[config.mk]
export PLATFORM = sky130hd
export DESIGN_NAME = sws_sequencer
export DESIGN_NICKNAME = d
export VERILOG_FILES = /design/src/common/sws_pkg.sv /design/src/logic/sws_tick_gen.sv /design/src/logic/sws_sequencer.sv
export SDC_FILE = /design/constraint.sdc
export NUM_CORES = 1
export LEC_CHECK = 0
export CAP_MARGIN = 20
export CORE_MARGIN = 4
export CORE_UTILIZATION = 50
export CTS_CLUSTER_DIAMETER = 50
export DETAILED_ROUTE_END_ITERATION = 8
export DONT_BUFFER_PORTS = 1
export PLACE_DENSITY = 0.68
export SLEW_MARGIN = 20
export SYNTH_ARGS = -nofsm -noshare
export SYNTH_HDL_FRONTEND = slang
export SYNTH_HIERARCHICAL = 1
export SYNTH_SLANG_ARGS = --single-unit
export TNS_END_PERCENT = 1
[constraint.sdc]
create_clock -name clk_i -period 10.3 [get_ports clk_i]
set_input_delay 1.03 -clock clk_i [delete_from_list [all_inputs] [get_ports clk_i]]
set_output_delay 1.03 -clock clk_i [all_outputs]
set_load 0.02 [all_outputs]
[src/common/sws_pkg.sv]
// Shared constants and types of the sleep and wake sequencer.
package sws_pkg;

  ////////////////////////////////////////////////////////////////////////////
  // Timing: one 1 ms tick, then 10 ms and 100 ms prescaled ticks.
  localparam int unsigned CLK_PERIOD_PS  = 5000;
  localparam int unsigned TICK_PERIOD_PS = 1000000000;
  localparam int unsigned MS_TICK_CYCLES = TICK_PERIOD_PS / CLK_PERIOD_PS;
  localparam int unsigned TEN_MS_DIV     = 10;
  localparam int unsigned HUNDRED_MS_DIV = 10;
  localparam logic [15:0] PEEK_MS        = 16'h0002;

  ////////////////////////////////////////////////////////////////////////////
  // Register indices on the configuration port.
  localparam logic [2:0] IDX_PIN4_HOLD   = 3'h0;
  localparam logic [2:0] IDX_PWM_HOLD    = 3'h1;
  localparam logic [2:0] IDX_MODE        = 3'h2;
  localparam logic [2:0] IDX_OPTIONS     = 3'h3;
  localparam logic [2:0] IDX_IND_COUNT   = 3'h4;
  localparam logic [2:0] IDX_SLEEP_TIME  = 3'h5;
  localparam logic [2:0] IDX_WAKE_TIME   = 3'h6;
  localparam logic [2:0] IDX_HOST_DELAY  = 3'h7;

  ////////////////////////////////////////////////////////////////////////////
  // Reset values and limits.
  localparam logic [15:0] RST_PIN4_HOLD  = 16'h0000;
  localparam logic [15:0] RST_PWM_HOLD   = 16'h00FF;
  localparam logic [7:0]  RST_MODE       = 8'h00;
  localparam logic [15:0] RST_OPTIONS    = 16'h0002;
  localparam logic [15:0] RST_IND_COUNT  = 16'h0001;
  localparam logic [31:0] RST_SLEEP_TIME = 32'h0000012C;
  localparam logic [31:0] RST_WAKE_TIME  = 32'h00000D08;
  localparam logic [15:0] RST_HOST_DELAY = 16'h0000;
  localparam logic [31:0] MAX_HOLD       = 32'h00001770;
  localparam logic [31:0] MAX_OPTIONS    = 32'h0000013E;
  localparam logic [31:0] MAX_IND_COUNT  = 32'h0000FFFF;
  localparam logic [31:0] MAX_SLEEP_TIME = 32'h0015F900;
  localparam logic [31:0] MAX_WAKE_TIME  = 32'h0036EE80;
  localparam logic [31:0] MAX_HOST_DELAY = 32'h0000FFFF;

  ////////////////////////////////////////////////////////////////////////////
  // Sleep mode codes and option bit positions.
  localparam logic [7:0] MODE_NONE      = 8'h00;
  localparam logic [7:0] MODE_PIN       = 8'h01;
  localparam logic [7:0] MODE_CYCLIC    = 8'h04;
  localparam logic [7:0] MODE_PIN_WAKE  = 8'h05;
  localparam logic [7:0] MODE_SUPPORT   = 8'h07;
  localparam logic [7:0] MODE_SYNC      = 8'h08;
  localparam int unsigned OPT_ALWAYS_COORD = 0;
  localparam int unsigned OPT_NEVER_COORD  = 1;
  localparam int unsigned OPT_STATUS_MSG   = 2;
  localparam int unsigned OPT_NO_EARLY     = 3;
  localparam int unsigned OPT_NODE_EQUAL   = 4;
  localparam int unsigned OPT_NO_RAPID     = 5;
  localparam int unsigned OPT_FULL_WAKE    = 8;

  ////////////////////////////////////////////////////////////////////////////
  // Carriers.
  typedef struct packed {
    logic        wr;
    logic [2:0]  idx;
    logic [31:0] data;
  } sws_cfg_wr_t;

  typedef struct packed {
    logic always_coord;
    logic never_coord;
    logic status_msg;
    logic no_early_wake;
    logic node_equal;
    logic no_rapid_deploy;
  } sws_sync_opt_t;

  typedef enum logic [1:0] {
    S_AWAKE = 2'b00,
    S_FULL  = 2'b01,
    S_DOZE  = 2'b11,
    S_PEEK  = 2'b10
  } sws_state_t;

endpackage

[src/logic/sws_tick_gen.sv]
// Divider that makes 1 ms, 10 ms and 100 ms tick enables.
`timescale 1ns/10ps
module sws_tick_gen
  import sws_pkg::*;
#(
  parameter int unsigned TICK_CYCLES = MS_TICK_CYCLES
) (
  // Clock and reset.
  input  wire logic clk_i,
  input  wire logic rst_n_i,
  // Tick enables.
  output logic      tick_1ms_o,
  output logic      tick_10ms_o,
  output logic      tick_100ms_o
);

  logic [31:0] div_r;
  logic [3:0]  ten_r;
  logic [3:0]  hun_r;

  always_ff @(posedge clk_i) begin
    if (!rst_n_i) begin
      div_r      <= 32'h00000000;
      tick_1ms_o <= 1'b0;
    end else if (div_r == 32'(TICK_CYCLES - 1)) begin
      div_r      <= 32'h00000000;
      tick_1ms_o <= 1'b1;
    end else begin
      div_r      <= div_r + 32'h00000001;
      tick_1ms_o <= 1'b0;
    end
  end

  always_ff @(posedge clk_i) begin
    if (!rst_n_i) begin
      ten_r       <= 4'h0;
      hun_r       <= 4'h0;
      tick_10ms_o  <= 1'b0;
      tick_100ms_o <= 1'b0;
    end else begin
      tick_10ms_o  <= 1'b0;
      tick_100ms_o <= 1'b0;
      if (div_r == 32'(TICK_CYCLES - 1)) begin
        if (ten_r == 4'(TEN_MS_DIV - 1)) begin
          ten_r      <= 4'h0;
          tick_10ms_o <= 1'b1;
          if (hun_r == 4'(HUNDRED_MS_DIV - 1)) begin
            hun_r        <= 4'h0;
            tick_100ms_o <= 1'b1;
          end else begin
            hun_r <= hun_r + 4'h1;
          end
        end else begin
          ten_r <= ten_r + 4'h1;
        end
      end
    end
  end

endmodule

[src/logic/sws_sequencer.sv]
// Sleep and wake sequencer with output hold timeouts.
// Operation
// - Pin four holds a driven value for its timeout, then reverts; zero: none.
// - Each enabled PWM output goes low when PWM timeout expires; zero disables.
// - Mode codes 0,1,4,5,7,8 decode to sleep behaviours; others unused.
// - Pin-wake cyclic mode cycles while request pin asserted, wakes on release.
// - Asynchronous cyclic mode sleeps, then briefly peeks for activity.
// - Sleep support mode stays awake yet speaks synchronized sleep traffic.
// - Synchronized modes refused when baud setting is zero.
// - Options above limit, or bits zero and one both set, are rejected.
// - Synchronized option bits zero to five steer coordinator and status.
// - Option bit eight keeps every asynchronous wake-up for full wake time.
// - Indicator asserts on every Nth asynchronous wake-up, or when a peek sees data.
// - Silent wake-ups check for data; data wakes fully, else sleep again.
// - Indicator cycle count is ignored in synchronized sleep.
// - Each cycle sleeps for sleep period in 10 ms units.
// - Asynchronous wake lasts wake time in ms after serial or radio data.
// - Synchronized wake time raised to required minimum, capped at limit.
// - Host wake delay holds output after waking; serial input ends it.
// - Synchronized sleep shortened by host delay; wake covers delay plus unicast.
`timescale 1ns/10ps
module sws_sequencer
  import sws_pkg::*;
#(
  parameter int unsigned TICK_CYCLES = MS_TICK_CYCLES
) (
  // Clock and reset.
  input  wire logic           clk_i,
  input  wire logic           rst_n_i,
  // Configuration port.
  input  wire sws_cfg_wr_t    cfg_i,
  input  wire logic [2:0]     cfg_rd_idx_i,
  output logic [31:0]         cfg_rdata_o,
  output logic                cfg_err_o,
  // Host pin and activity.
  input  wire logic           sleep_request_pin_i,
  input  wire logic           serial_rx_i,
  input  wire logic           radio_rx_i,
  // Radio settings.
  input  wire logic [3:0]     baud_setting_i,
  input  wire logic [31:0]    sync_min_wake_i,
  input  wire logic [15:0]    unicast_time_i,
  // Pin four.
  input  wire logic           pin4_load_i,
  input  wire logic           pin4_value_i,
  input  wire logic           pin4_default_i,
  output logic                digital_pin_four_o,
  // PWM outputs.
  input  wire logic [1:0]     pwm_enabled_i,
  input  wire logic           pwm_load_i,
  input  wire logic [9:0]     pwm_zero_duty_i,
  input  wire logic [9:0]     pwm_one_duty_i,
  output logic [9:0]          pwm_output_zero_o,
  output logic [9:0]          pwm_output_one_o,
  // Sleep status.
  output logic                awake_o,
  output logic                wake_indicator_o,
  output logic                host_tx_enable_o,
  output logic                sync_traffic_o,
  output sws_sync_opt_t       sync_opt_o
);

  ////////////////////////////////////////////////////////////////////////////
  // Ticks.
  logic tick_1ms;
  logic tick_10ms;
  logic tick_100ms;

  sws_tick_gen #(
    .TICK_CYCLES (TICK_CYCLES)
  ) u_tick (
    .clk_i        (clk_i),
    .rst_n_i      (rst_n_i),
    .tick_1ms_o   (tick_1ms),
    .tick_10ms_o  (tick_10ms),
    .tick_100ms_o (tick_100ms)
  );

  ////////////////////////////////////////////////////////////////////////////
  // Registers and write checks.
  logic [15:0] pin_four_hold_timeout_r;
  logic [15:0] pwm_hold_timeout_r;
  logic [7:0]  sleep_mode_select_r;
  logic [15:0] sleep_option_bits_r;
  logic [15:0] wake_indicator_cycle_count_r;
  logic [31:0] sleep_period_r;
  logic [31:0] wake_period_r;
  logic [15:0] host_wake_delay_r;
  logic        wr_ok;
  logic        mode_ok;
  logic [7:0]  wmode;

  assign wmode = cfg_i.data[7:0];

  always_comb begin
    mode_ok = 1'b0;
    if (cfg_i.data[31:8] == 24'h000000) begin
      unique case (wmode)
        MODE_NONE, MODE_PIN, MODE_CYCLIC, MODE_PIN_WAKE:
          mode_ok = 1'b1;
        MODE_SUPPORT, MODE_SYNC:
          mode_ok = (baud_setting_i != 4'h0);
        default:
          mode_ok = 1'b0;
      endcase
    end
  end

  always_comb begin
    wr_ok = 1'b0;
    unique case (cfg_i.idx)
      IDX_PIN4_HOLD, IDX_PWM_HOLD:
        wr_ok = (cfg_i.data <= MAX_HOLD);
      IDX_MODE:
        wr_ok = mode_ok;
      IDX_OPTIONS:
        wr_ok = (cfg_i.data <= MAX_OPTIONS) &&
                !(cfg_i.data[OPT_ALWAYS_COORD] &&
                  cfg_i.data[OPT_NEVER_COORD]);
      IDX_IND_COUNT:
        wr_ok = (cfg_i.data != 32'h0) && (cfg_i.data <= MAX_IND_COUNT);
      IDX_SLEEP_TIME:
        wr_ok = (cfg_i.data != 32'h0) && (cfg_i.data <= MAX_SLEEP_TIME);
      IDX_WAKE_TIME:
        wr_ok = (cfg_i.data != 32'h0) && (cfg_i.data <= MAX_WAKE_TIME);
      IDX_HOST_DELAY:
        wr_ok = (cfg_i.data <= MAX_HOST_DELAY);
    endcase
  end

  always_ff @(posedge clk_i) begin
    if (!rst_n_i) begin
      pin_four_hold_timeout_r      <= RST_PIN4_HOLD;
      pwm_hold_timeout_r           <= RST_PWM_HOLD;
      sleep_mode_select_r          <= RST_MODE;
      sleep_option_bits_r          <= RST_OPTIONS;
      wake_indicator_cycle_count_r <= RST_IND_COUNT;
      sleep_period_r               <= RST_SLEEP_TIME;
      wake_period_r                <= RST_WAKE_TIME;
      host_wake_delay_r            <= RST_HOST_DELAY;
      cfg_err_o                    <= 1'b0;
    end else begin
      cfg_err_o <= cfg_i.wr && !wr_ok;
      if (cfg_i.wr && wr_ok) begin
        unique case (cfg_i.idx)
          IDX_PIN4_HOLD:  pin_four_hold_timeout_r      <= cfg_i.data[15:0];
          IDX_PWM_HOLD:   pwm_hold_timeout_r           <= cfg_i.data[15:0];
          IDX_MODE:       sleep_mode_select_r          <= wmode;
          IDX_OPTIONS:    sleep_option_bits_r          <= cfg_i.data[15:0];
          IDX_IND_COUNT:  wake_indicator_cycle_count_r <= cfg_i.data[15:0];
          IDX_SLEEP_TIME: sleep_period_r               <= cfg_i.data;
          IDX_WAKE_TIME:  wake_period_r                <= cfg_i.data;
          IDX_HOST_DELAY: host_wake_delay_r            <= cfg_i.data[15:0];
        endcase
      end
    end
  end

  always_ff @(posedge clk_i) begin
    if (!rst_n_i) begin
      cfg_rdata_o <= 32'h00000000;
    end else begin
      unique case (cfg_rd_idx_i)
        IDX_PIN4_HOLD:  cfg_rdata_o <= {16'h0000, pin_four_hold_timeout_r};
        IDX_PWM_HOLD:   cfg_rdata_o <= {16'h0000, pwm_hold_timeout_r};
        IDX_MODE:       cfg_rdata_o <= {24'h000000, sleep_mode_select_r};
        IDX_OPTIONS:    cfg_rdata_o <= {16'h0000, sleep_option_bits_r};
        IDX_IND_COUNT:
          cfg_rdata_o <= {16'h0000, wake_indicator_cycle_count_r};
        IDX_SLEEP_TIME: cfg_rdata_o <= sleep_period_r;
        IDX_WAKE_TIME:  cfg_rdata_o <= wake_period_r;
        IDX_HOST_DELAY: cfg_rdata_o <= {16'h0000, host_wake_delay_r};
      endcase
    end
  end

  ////////////////////////////////////////////////////////////////////////////
  // Mode decode and synchronized options.
  logic is_pin;
  logic is_cyc;
  logic is_pwake;
  logic is_sync;
  logic is_async;

  assign is_pin   = (sleep_mode_select_r == MODE_PIN);
  assign is_cyc   = (sleep_mode_select_r == MODE_CYCLIC);
  assign is_pwake = (sleep_mode_select_r == MODE_PIN_WAKE);
  assign is_sync  = (sleep_mode_select_r == MODE_SYNC);
  assign is_async = is_cyc || is_pwake;
  assign sync_traffic_o = is_sync ||
                          (sleep_mode_select_r == MODE_SUPPORT);

  always_comb begin
    sync_opt_o.always_coord    = sleep_option_bits_r[OPT_ALWAYS_COORD];
    sync_opt_o.never_coord     = sleep_option_bits_r[OPT_NEVER_COORD];
    sync_opt_o.status_msg      = sleep_option_bits_r[OPT_STATUS_MSG];
    sync_opt_o.no_early_wake   = sleep_option_bits_r[OPT_NO_EARLY];
    sync_opt_o.node_equal      = sleep_option_bits_r[OPT_NODE_EQUAL];
    sync_opt_o.no_rapid_deploy = sleep_option_bits_r[OPT_NO_RAPID];
  end

  ////////////////////////////////////////////////////////////////////////////
  // Pin synchroniser and activity.
  logic sreq_meta_r;
  logic sreq_r;
  logic activity;

  always_ff @(posedge clk_i) begin
    if (!rst_n_i) begin
      sreq_meta_r <= 1'b0;
      sreq_r      <= 1'b0;
    end else begin
      sreq_meta_r <= sleep_request_pin_i;
      sreq_r      <= sreq_meta_r;
    end
  end

  assign activity = serial_rx_i || radio_rx_i;

  ////////////////////////////////////////////////////////////////////////////
  // Period arithmetic.
  logic [31:0] sleep_ms;
  logic [31:0] sync_sleep_ms;
  logic [31:0] need_wake;
  logic [31:0] sync_wake_ms;
  logic [31:0] floor_wake;

  assign sleep_ms = 32'(sleep_period_r * 32'd10);
  assign sync_sleep_ms = (sleep_ms > {16'h0000, host_wake_delay_r}) ?
                         sleep_ms - {16'h0000, host_wake_delay_r} :
                         32'h00000001;
  assign need_wake = {16'h0000, host_wake_delay_r} +
                     {16'h0000, unicast_time_i};
  assign floor_wake = (sync_min_wake_i > need_wake) ?
                      sync_min_wake_i : need_wake;

  always_comb begin
    sync_wake_ms = (wake_period_r > floor_wake) ? wake_period_r
                                                : floor_wake;
    if (sync_wake_ms > MAX_WAKE_TIME) begin
      sync_wake_ms = MAX_WAKE_TIME;
    end
  end

  ////////////////////////////////////////////////////////////////////////////
  // Sleep state machine.
  sws_state_t  state_r;
  sws_state_t  state_nxt;
  logic [31:0] timer_r;
  logic [31:0] timer_nxt;
  logic [15:0] wakes_r;
  logic [15:0] wakes_nxt;
  logic        ind_nxt;
  logic        cyc_run;
  logic        expired;

  assign cyc_run = is_cyc || (is_pwake && sreq_r) || is_sync;
  assign expired = (timer_r <= 32'h00000001) && tick_1ms;

  always_comb begin
    state_nxt = state_r;
    timer_nxt = timer_r;
    wakes_nxt = wakes_r;
    ind_nxt   = wake_indicator_o;
    if (tick_1ms && timer_r != 32'h0) begin
      timer_nxt = timer_r - 32'h00000001;
    end
    unique case (state_r)
      S_AWAKE: begin
        ind_nxt = 1'b1;
        if (is_pin && sreq_r) begin
          state_nxt = S_DOZE;
          ind_nxt   = 1'b0;
          timer_nxt = 32'h0;
        end else if (cyc_run) begin
          state_nxt = S_DOZE;
          ind_nxt   = 1'b0;
          timer_nxt = is_sync ? sync_sleep_ms : sleep_ms;
          wakes_nxt = 16'h0000;
        end
      end
      S_DOZE: begin
        ind_nxt = 1'b0;
        if (is_pin) begin
          if (!sreq_r) begin
            state_nxt = S_AWAKE;
            ind_nxt   = 1'b1;
          end
        end else if (!cyc_run) begin
          state_nxt = S_AWAKE;
          ind_nxt   = 1'b1;
        end else if (expired) begin
          if (is_sync) begin
            state_nxt = S_FULL;
            ind_nxt   = 1'b1;
            timer_nxt = sync_wake_ms;
          end else if (wakes_r + 16'h0001 >=
                       wake_indicator_cycle_count_r) begin
            state_nxt = S_FULL;
            ind_nxt   = 1'b1;
            wakes_nxt = 16'h0000;
            timer_nxt = wake_period_r;
          end else begin
            state_nxt = S_PEEK;
            wakes_nxt = wakes_r + 16'h0001;
            timer_nxt = sleep_option_bits_r[OPT_FULL_WAKE] ?
                        wake_period_r :
                        {16'h0000, PEEK_MS};
          end
        end
      end
      S_PEEK: begin
        if (!cyc_run) begin
          state_nxt = S_AWAKE;
          ind_nxt   = 1'b1;
        end else if (activity) begin
          state_nxt = S_FULL;
          ind_nxt   = 1'b1;
          timer_nxt = wake_period_r;
        end else if (expired) begin
          state_nxt = S_DOZE;
          timer_nxt = sleep_ms;
        end
      end
      S_FULL: begin
        ind_nxt = 1'b1;
        if (!cyc_run) begin
          state_nxt = S_AWAKE;
        end else if (is_async && activity) begin
          timer_nxt = wake_period_r;
        end else if (expired) begin
          state_nxt = S_DOZE;
          ind_nxt   = 1'b0;
          timer_nxt = is_sync ? sync_sleep_ms : sleep_ms;
        end
      end
    endcase
  end

  always_ff @(posedge clk_i) begin
    if (!rst_n_i) begin
      state_r          <= S_AWAKE;
      timer_r          <= 32'h00000000;
      wakes_r          <= 16'h0000;
      wake_indicator_o <= 1'b1;
    end else begin
      state_r          <= state_nxt;
      timer_r          <= timer_nxt;
      wakes_r          <= wakes_nxt;
      wake_indicator_o <= ind_nxt;
    end
  end

  assign awake_o = (state_r != S_DOZE);

  ////////////////////////////////////////////////////////////////////////////
  // Host wake delay.
  logic [15:0] host_dly_r;
  logic        woke;

  assign woke = (state_r == S_DOZE || state_r == S_PEEK) &&
                (state_nxt == S_FULL || state_nxt == S_AWAKE);

  always_ff @(posedge clk_i) begin
    if (!rst_n_i) begin
      host_dly_r <= 16'h0000;
    end else if (woke) begin
      host_dly_r <= host_wake_delay_r;
    end else if (serial_rx_i || state_r == S_DOZE) begin
      host_dly_r <= 16'h0000;
    end else if (tick_1ms && host_dly_r != 16'h0000) begin
      host_dly_r <= host_dly_r - 16'h0001;
    end
  end

  always_ff @(posedge clk_i) begin
    if (!rst_n_i) begin
      host_tx_enable_o <= 1'b1;
    end else begin
      host_tx_enable_o <= ind_nxt && !woke &&
                          (host_dly_r == 16'h0000 || serial_rx_i);
    end
  end

  ////////////////////////////////////////////////////////////////////////////
  // Pin four hold timeout.
  logic [15:0] pin4_cnt_r;
  logic        pin4_hold_r;

  always_ff @(posedge clk_i) begin
    if (!rst_n_i) begin
      pin4_cnt_r         <= 16'h0000;
      pin4_hold_r        <= 1'b0;
      digital_pin_four_o <= 1'b0;
    end else if (pin4_load_i) begin
      pin4_cnt_r         <= pin_four_hold_timeout_r;
      pin4_hold_r        <= 1'b1;
      digital_pin_four_o <= pin4_value_i;
    end else if (!pin4_hold_r) begin
      digital_pin_four_o <= pin4_default_i;
    end else if (tick_100ms && pin4_cnt_r != 16'h0000) begin
      pin4_cnt_r <= pin4_cnt_r - 16'h0001;
      if (pin4_cnt_r == 16'h0001) begin
        pin4_hold_r <= 1'b0;
      end
    end
  end

  ////////////////////////////////////////////////////////////////////////////
  // PWM hold timeout.
  logic [15:0] pwm_cnt_r;
  logic        pwm_dead_r;
  logic [9:0]  duty_in [2];
  logic [9:0]  duty_out [2];

  assign duty_in[0] = pwm_zero_duty_i;
  assign duty_in[1] = pwm_one_duty_i;

  always_ff @(posedge clk_i) begin
    if (!rst_n_i) begin
      pwm_cnt_r  <= 16'h0000;
      pwm_dead_r <= 1'b0;
    end else if (pwm_load_i) begin
      pwm_cnt_r  <= pwm_hold_timeout_r;
      pwm_dead_r <= 1'b0;
    end else if (tick_100ms && pwm_cnt_r != 16'h0000) begin
      pwm_cnt_r <= pwm_cnt_r - 16'h0001;
      if (pwm_cnt_r == 16'h0001) begin
        pwm_dead_r <= 1'b1;
      end
    end
  end

  for (genvar g = 0; g < 2; g++) begin : g_pwm
    always_ff @(posedge clk_i) begin
      if (!rst_n_i) begin
        duty_out[g] <= 10'h000;
      end else if (pwm_enabled_i[g] && pwm_dead_r && !pwm_load_i) begin
        duty_out[g] <= 10'h000;
      end else begin
        duty_out[g] <= duty_in[g];
      end
    end
  end

  assign pwm_output_zero_o = duty_out[0];
  assign pwm_output_one_o  = duty_out[1];

endmodule

* Word level (Yosys, flattened, before mapping)
Memories as Yosys holds them, arrays and structs flattened.
Index checks and enable logic that the tools add are counted.
** Word-level totals
- Register bits after elaboration :: 332
- Bits in writable memories :: 20
- Output and inout port bits :: 64
- Word-level logic and storage cells :: 264
- Memories kept :: 1
** Memory list
- duty_out :: depth 2, width 10, read ports 2, clocked after Yosys merged registers in 0, wr ports 2, line sws_sequencer.sv:414 : logic [9:0] duty_out [2];
** Cells by class
- Add/subtract/negate cells :: 10
- Multiply operators :: 1
- $lt $le $gt $ge :: 11
- Eq/ne operators :: 41
- Multiplexer cells :: 96
- Bitwise logic cells :: 5
- Reduce and logical (&&, ||, !) cells :: 71
** Operator list (count)
- 32-bit two-way mux :: 20
- 32-bit case mux with 8 select lines :: 1
- 16-bit two-way mux :: 15
- 32-bit case mux with 4 select lines :: 1
- 32-bit nonzero test :: 2
- 8-bit by 3-bit == test with 1-bit output, second input constant :: 6
- 16-bit nonzero test :: 3
- 16-bit by 1-bit subtractor with 16-bit output, second input constant :: 3
- 10-bit two-way mux :: 4
- 1-bit two-way mux :: 35
- 32-bit by 1-bit adder with 32-bit output, second input constant :: 1
- 16-bit by 1-bit == test with 1-bit output, second input constant :: 2
- 32-bit by 18-bit == test with 1-bit output, second input constant :: 1
- 32-bit by 16-bit greater-than comparator with 1-bit output :: 1
- 32-bit by 17-bit greater-than comparator with 1-bit output :: 1
- 32-bit by 22-bit greater-than comparator with 1-bit output, second input constant :: 1
- 32-bit greater-than comparator :: 1
- 32-bit by 1-bit <= comparator with 1-bit output, second input constant :: 1
- 32-bit by 13-bit <= comparator with 1-bit output, second input constant :: 1
- 32-bit by 16-bit <= comparator with 1-bit output, second input constant :: 1
- 32-bit by 21-bit <= comparator with 1-bit output, second input constant :: 1
- 32-bit by 22-bit <= comparator with 1-bit output, second input constant :: 1
- 32-bit by 9-bit <= comparator with 1-bit output, second input constant :: 1
- 32-bit by 3-bit multiplier with 31-bit output, second input constant :: 1
- other kinds (40) :: 130

* Longest topological paths before layout
Gate-level depths: netlist of the first run.
- Depth after elaboration :: 14
- Depth in mapped cells :: 34
- Depth with buffers taken out :: 29

* By module
The synthesis of the first run kept the hierarchy.
** By module, submodules not included
- sws_sequencer :: times used 1, cells each 3021, area each 23363.7 µm², sequential area each 6406.1 µm²
- sws_tick_gen :: times used 1, cells each 232, area each 2138.3 µm², sequential area each 860.8 µm²

* Least setup slack after synthesis of the first run
Ideal clock, no wire load.
- Path type :: input to register
- Start :: input unicast_time_i[9]
- End :: register timer_r[17]
- Arrival time :: 7.699 ns
- Required time :: 10.166 ns
- Setup slack :: 2.467 ns
- Stages on the path :: 27
- Cells stage by stage :: ha_1 > clkbuf_1 > nand3_1 > or3b_2 > a31o_2 > a211oi_1 > a311oi_1 > ha_1 > nand4_1 > a2111o_1 > a31oi_1 > or2_2 > clkbuf_1 > clkbuf_1 > clkbuf_1 > a21oi_1 > ha_1 > nand4_1 > or4_1 > o21ai_0 > o2bb2ai_1 > clkbuf_1 > o41ai_1 > a21boi_0 > a21o_1 > a211oi_1 > or4_1
** Between the ends
- Word-level cells in the longest chain between the ends :: 12
** RTL lines
- start, declared :: line sws_sequencer.sv:42 : input wire logic [15:0] unicast_time_i,
- 16-bit by 16-bit adder with 17-bit output (*) :: line sws_sequencer.sv:232 : assign need_wake = {16'h0000, host_wake_delay_r} +
- 32-bit by 17-bit greater-than comparator with 1-bit output :: line sws_sequencer.sv:234 : assign floor_wake = (sync_min_wake_i > need_wake) ?
- 32-bit two-way mux (*) :: line sws_sequencer.sv:234
- 32-bit greater-than comparator :: line sws_sequencer.sv:238 : sync_wake_ms = (wake_period_r > floor_wake) ? wake_period_r
- 32-bit two-way mux (*) :: line sws_sequencer.sv:238
- 32-bit by 22-bit greater-than comparator with 1-bit output :: line sws_sequencer.sv:240 : if (sync_wake_ms > MAX_WAKE_TIME) begin
- 32-bit two-way mux (*) :: line sws_sequencer.sv:240
- 32-bit two-way mux (*) :: line sws_sequencer.sv:293 : if (is_sync) begin
- 32-bit two-way mux (*) :: line sws_sequencer.sv:292 : end else if (expired) begin
- 32-bit two-way mux (*) :: line sws_sequencer.sv:289 : end else if (!cyc_run) begin
- 32-bit two-way mux (*) :: line sws_sequencer.sv:284 : if (is_pin) begin
- 32-bit case mux with 4 select lines (*) :: line sws_sequencer.sv:268 : unique case (state_r)
- end signal, assigned :: line sws_sequencer.sv:348 : timer_r <= timer_nxt;
- end, declared :: line sws_sequencer.sv:249 : logic [31:0] timer_r;
Mark *: on every way between the ends. The rest lies on a longest branch, timed or not.
A chain may end at the register's enable or synchronous reset.

* Worst setup path after layout of the first run
- Start :: register host_wake_delay_r[0]
- End :: register timer_r[17]
** Between the ends
- Word-level cells in the longest chain between the ends :: 12
** RTL lines
- start, declared :: line sws_sequencer.sv:88 : logic [15:0] host_wake_delay_r;
- start signal, assigned :: line sws_sequencer.sv:153 : IDX_HOST_DELAY: host_wake_delay_r <= cfg_i.data[15:0];
- 16-bit by 16-bit adder with 17-bit output :: line sws_sequencer.sv:232
- 32-bit by 17-bit greater-than comparator with 1-bit output :: line sws_sequencer.sv:234
- 32-bit two-way mux :: line sws_sequencer.sv:234
- 32-bit greater-than comparator :: line sws_sequencer.sv:238
- 32-bit two-way mux :: line sws_sequencer.sv:238
- 32-bit by 22-bit greater-than comparator with 1-bit output :: line sws_sequencer.sv:240
- 32-bit two-way mux :: line sws_sequencer.sv:240
- 32-bit two-way mux :: line sws_sequencer.sv:293
- 32-bit two-way mux :: line sws_sequencer.sv:292
- 32-bit two-way mux :: line sws_sequencer.sv:289
- 32-bit two-way mux :: line sws_sequencer.sv:284
- 32-bit case mux with 4 select lines (*) :: line sws_sequencer.sv:268
Marked as above.

==> impl_metrics.csv, run 1 <==
group,metric,value,unit
placement,place_area,0.0260,sq mm
worst_setup_path,critPathCaptureType,"flop",
routing,drc_errors,0,
finish,syn_to_final_growth,8.11,%
flow_run,drv_cap,0,
sta,fmax,112,MHz
power_and_ir_drop,ir_drop,119,uV
synthesis,syn_avg_cell_area,7.84,sq um
routing,first_pass_iters,7,
cts,cts_max_path_buffers,3,
routing,routed_via_density,6.65,
global_routing,met2_usage,0.536,
worst_setup_path,critical_path_class,"reg -> reg",
routing,ant_nets,0,
synthesis,yosys_warnings,6,
placement,dp_slack,1050,ps
finish,nNetsFinal,3460,
sta,finalCritPeriodShare,0.868,
die,row_count,82,
cts,clockRootBuffer,"clkbuf_16",
worst_setup_path,cp.arrival,9400,ps
cts,clkSinkCount,352,
sta,slew_headroom,0.226,
sta,rsz0062_at_grt,"false",
die,die_x,234,microns
sta,post-route-min-period,8940,ps
global_routing,grt_pass1_vias,24400,
min_path,min-delay-start,"pin_four_hold_timeout_r[13]$_SDFFE_PN0P_",
power_and_ir_drop,p_leak,10.9,nW
finish,drive_gt1_frac,0.0670,
global_routing,grt_max_degree,109,
synthesis,synth.cell_area,0.0255,sq mm
finish,layout.cells.non_filler,3880,
placement,port_buffers,0,
routing,drtIter0Drc,3447,
sta,hold_violations,0,
sta,setup_viol,0,
sta,slew_viol_final,0,
placement,place_hpwl,72900,microns
cts,tritoncts,"built",
cts,cts_hold_buffers,0,
routing,vias,25800,
global_routing,grt-ovfl-total,0,
worst_setup_path,reg2reg_from,"host_wake_delay_r[0]$_SDFFE_PN0P_",
worst_setup_path,start_kind,"flop",
cts,cts_buffers,43,
sta,finalSetupTns,0,ps
worst_setup_path,cp_max_fo,22,
sta,final.setup.worst_slack,1360,ps
global_routing,use_met3,0.0723,
min_path,hp-class,"reg -> reg",
die,core-area,0.0503,sq mm
global_routing,grt_use_met1,0.458,
global_routing,grt_pass1_wl,147000,microns
cts,htreeDepth,2,
cts,ctsResizeCount,0,
sta,clock_skew,33.5,ps
placement,dpl.cell_count,3801,
sta,tightest_slew,1150,ps
routing,wl_per_cell,25.2,microns
die,initial_utilization,0.507,
worst_setup_path,critPathLaunch,"host_wake_delay_r[0]$_SDFFE_PN0P_",
cts,clkTransAtPathRegs,60,ps
global_routing,grt_use_total,0.344,
cts,postCtsSetupBuffers,0,
synthesis,postSynthCellCount,3251,
die,ioPinCount,186,
die,die_h,234,microns
status,status,"complete, no violations",
global_routing,antenna_found_initial,1,
finish,final_cell_area,0.0275,sq mm
finish,n_antenna_cell,0,
worst_setup_path,critical_path_required,10760,ps
routing,finalWirelength,97600,microns
die,die-area,0.0546,sq mm
cts,clock_latency,600,ps
global_routing,busiest_layer,"met2",
power_and_ir_drop,power.density,127,mW/mm^2
placement,place.gp.congestion,1.01,
power_and_ir_drop,power,3.49,mW
## registers in the layout, summed over array words and instances (netlist names), 2 cells and up
signal / flops
sleep_option_bits_r: 16
duty_out: 20
host_dly_r: 16
u_tick/hun_r: 4
timer_r: 32
pin4_cnt_r: 16
cfg_rdata_o: 32
u_tick/div_r: 32
state_r: 2
u_tick/ten_r: 4
pwm_hold_timeout_r: 16
pwm_cnt_r: 16
wakes_r: 16
pin_four_hold_timeout_r: 16
wake_period_r: 32
sleep_period_r: 32
sleep_mode_select_r: 8
wake_indicator_cycle_count_r: 16
host_wake_delay_r: 16
## final timing paths
check	end	slack, ps	depth (start not counted)
worst max-delay path	timer_r[17]$_SDFF_PN0_	1360	27
worst min-delay path	pin4_cnt_r[13]$_SDFFE_PN0P_	470	2
worst max register to register	timer_r[17]$_SDFF_PN0_	1360	27
worst min register to register	pin4_cnt_r[13]$_SDFFE_PN0P_	470	2
## worst max-delay path, stage by stage, from the launching register on
cell and delay (ps):
dfxtp_1 630, ha_1 270, inv_1 60, fa_1 400
nor2b_1 240, o211ai_1 170, a31oi_1 240, nor2_1 60
a311oi_1 730, ha_1 230, nand4_1 150, nor4_1 440
nand2_1 100, a2111o_1 520, or2_2 500, o21a_1 280
ha_1 320, nand4_1 130, or4_1 600, a21oi_1 170
a2111oi_0 120, o2bb2ai_1 850, a221oi_1 160, a32o_1 340
a21oi_1 290, a21o_1 290, a211oi_1 120, or4_1 400
## report_power, final
| group | internal (mW) | switching [mW] |
|---|---|---|
| Sequential | 1.40 | 0.0404 |
| Clock | 0.956 | 0.666 |
| Combinational | 0.133 | 0.296 |
## final cells by class
cell class,instances,area (sq um)
Timing Repair Buffer,53,398
Multi-Input combinational cell,2608,17100
Clock buffer,56,1220
Tap cell,672,841
Inverter,116,438
Fill cell,4763,22700
Clock inverter,23,320
Sequential cell,352,7250
## layout by cell type, fill, tap and decap left out, types with 37 or more instances in the layout
master	instances
nor2_1	451
dfxtp_1	332
a21oi_1	254
nand2_1	253
o21ai_0	179
ha_1	161
mux2i_1	131
inv_1	113
nand3_1	87
xor2_1	84
xnor2_1	83
nor3_1	74
and2_1	55
nand4_1	54
buf_4	53
clkbuf_16	44
nor4_1	41
and3_1	40
a22oi_1	38
a21o_1	37
## stage by stage
stage	hold WS, ps	utilization
6_report	469	0.548
5_1_grt	488	0.548
4_1_cts	470	0.548
3_5_place_dp	443	0.517
3_3_place_gp	451	0.517
2_1_floorplan	412	-
## layer usage
metal / vias to the layer above / share of wire / wire length (microns)
met3: 347 / 0.096 / 9360
met1: 12200 / 0.41 / 40100
met5: - / 0.00013 / 13
met4: 2 / 0.055 / 5340
li1: 11800 / - / -
met2: 1435 / 0.44 / 42800
Note: power is estimated with default switching activity, not from simulation.
==> inputs of run 2 (changes only) <==
--- a/config.mk
+++ b/config.mk
@@ -12,6 +12,7 @@
 export DETAILED_ROUTE_END_ITERATION = 8
 export DONT_BUFFER_PORTS = 1
 export PLACE_DENSITY = 0.68
+export RECOVER_POWER = 25
 export SLEW_MARGIN = 20
 export SYNTH_ARGS = -nofsm -noshare
 export SYNTH_HDL_FRONTEND = slang
==> run 2 against run 1 <==
The flow now finishes with violations (capacitance limit, slew limit). Fmax shrank 0.62%. Via count is essentially flat. Final cell count is the same. Clock-buffer cell count is the same. Flip-flop and latch count is the same. Power is essentially flat. Die area is the same. Clock power is essentially flat.
==> impl_metrics.csv, run 2 (synthesis gave the netlist of run 1 again) <==
group,metric,value,unit
sta,hold_violations,0,
status,violations,"capacitance limit, slew limit",
finish,syn_to_final_growth,7.86,%
min_path,min-delay-start,"pin_four_hold_timeout_r[13]$_SDFFE_PN0P_",
worst_setup_path,reg2reg_depth,27,
worst_setup_path,critical_path_required,10760,ps
cts,ctsResizeCount,0,
global_routing,grt_pass1_vias,24400,
cts,tritoncts,"built",
sta,final.setup.worst_slack,1310,ps
global_routing,grt_max_degree,109,
worst_setup_path,cp_max_fo,22,
power_and_ir_drop,power.density,127,mW/mm^2
worst_setup_path,r2r_slack,1310,ps
sta,finalSetupTns,0,ps
cts,postCtsSetupBuffers,0,
cts,cts_buffers,43,
status,status,"finished, violations left",
finish,nNetsFinal,3460,
routing,finalWirelength,97800,microns
placement,place_hpwl,72900,microns
die,ioPinCount,186,
die,row_count,82,
finish,drive_gt1_frac,0.0639,
worst_setup_path,r2r-end,"timer_r[17]$_SDFF_PN0_",
min_path,hp-class,"reg -> reg",
sta,setup_viol,0,
die,die_x,234,microns
finish,nFillCells,4772,
die,die-area,0.0546,sq mm
sta,rsz0062_at_grt,"false",
worst_setup_path,critical_path_class,"reg -> reg",
cts,cts_max_path_buffers,3,
min_path,holdPathEnd,"pin4_cnt_r[13]$_SDFFE_PN0P_",
cts,htreeDepth,2,
global_routing,grt-ovfl-total,0,
min_path,hold_depth,2,
cts,clockRootBuffer,"clkbuf_16",
sta,slew_viol_final,47,
finish,final_util,0.547,
die,die_h,234,microns
sta,slew_headroom,-0.548,
worst_setup_path,critPathCaptureType,"flop",
routing,routed_via_density,6.65,
die,initial_utilization,0.507,
routing,vias,25800,
worst_setup_path,cp.arrival,9450,ps
routing,wl_per_cell,25.2,microns
power_and_ir_drop,p_leak,10.9,nW
routing,drc_errors,0,
worst_setup_path,reg2reg_from,"host_wake_delay_r[0]$_SDFFE_PN0P_",
placement,dp_slack,1050,ps
worst_setup_path,start_kind,"flop",
global_routing,antenna_found_initial,1,
global_routing,grt_use_total,0.344,
finish,n_antenna_cell,0,
cts,clock_latency,600,ps
sta,finalCritPeriodShare,0.873,
cts,clkTransAtPathRegs,60,ps
sta,post-route-min-period,8990,ps
global_routing,grt_pass1_wl,147000,microns
power_and_ir_drop,ir_drop,119,uV
sta,tightest_slew,2320,ps
routing,drtIter0Drc,3481,
sta,clock_skew,34.1,ps
finish,final_common_cell,"nor2_1",
placement,place.gp.congestion,1.01,
flow_run,drv_cap,1,
routing,ant_nets,0,
finish,final_cell_mix,"nor2_1 (451), dfxtp_1 (332), nand2_1 (255)",
placement,port_buffers,0,
cts,cts_hold_buffers,0,
die,core-area,0.0503,sq mm
cts,clkSinkCount,352,
sta,fmax,111,MHz
routing,first_pass_iters,7,
run 2: changes by cell type in the layout (fill, tap and decap cells not counted), moves of 2 or more:
cell	before	now
nand2_1	253	255
and2_0	0	2
and2_1	55	53
clkbuf_1	5	9
buf_4	53	49
run 2: cell type report:
type	count	area [sq um]	area share
Multi-Input combinational cell	2608	17000	0.620
Tap cell	672	841	0.0306
Timing Repair Buffer	53	383	0.0139
Clock buffer	56	1220	0.0443
Sequential cell	352	7250	0.264
Clock inverter	23	320	0.0117
Inverter	116	438	0.0159
run 2: through the flow:
step / power [mW] / area [sq um] / std cells / hold slack, ps
finish: 3.49 / 27500 / 3880 / 470
global route: 3.59 / 27500 / 3880 / 488
CTS: 3.49 / 27500 / 3880 / 470
detailed placement: 1.88 / 26000 / 3801 / 443
global placement: 1.87 / 26000 / 3801 / 451
floorplan: 1.76 / 25500 / 3270 / 412
run 2: how the worst max path moves through the flow:
stage | startpoint | cells past startpoint | endpoint | slack (ps)
finish | host_wake_delay_r[0]$_SDFFE_PN0P_ | 27 | timer_r[17]$_SDFF_PN0_ | 1310
CTS | host_wake_delay_r[0]$_SDFFE_PN0P_ | 27 | timer_r[7]$_SDFF_PN0_ | 1370
floorplan | unicast_time_i[9] | 27 | timer_r[17]$_SDFF_PN0_ | 2470
global route | host_wake_delay_r[0]$_SDFFE_PN0P_ | 27 | timer_r[17]$_SDFF_PN0_ | 670
global placement | unicast_time_i[4] | 27 | timer_r[7]$_SDFF_PN0_ | 1310
detailed placement | unicast_time_i[4] | 27 | timer_r[7]$_SDFF_PN0_ | 1050
run 2: worst max-delay path: stages, from the launching register on:
cell and delay [ps]:
dfxtp_1 620, ha_1 270, inv_1 60, fa_1 400, nor2b_1 240, o211ai_1 170, a31oi_1 250, nor2_1 60
a311oi_1 750, ha_1 230, nand4_1 150, nor4_1 430, nand2_1 100, a2111o_1 520, or2_2 500, o21a_1 280
ha_1 320, nand4_1 130, or4_1 600, a21oi_1 170, a2111oi_0 120, o2bb2ai_1 870, a221oi_1 160, a32o_1 340
a21oi_1 290, a21o_1 300, a211oi_1 120, or4_1 400
run 2: metal layers:
metal  up-vias  wire, microns  track usage
li1      11800              -            -
met1     12300          40200        0.458
met2      1351          43100        0.536
met3       332           9270       0.0723
met4         2           5200        0.158
met5         -             13            0
run 2: report_power, final:
| group | internal (mW) | switching (mW) | leakage, nW |
|---|---|---|---|
| registers | 1.40 | 0.0405 | 2.89 |
| logic | 0.132 | 0.298 | 7.24 |
| clock network | 0.956 | 0.666 | 0.749 |
| total | 2.49 | 1.00 | 10.9 |
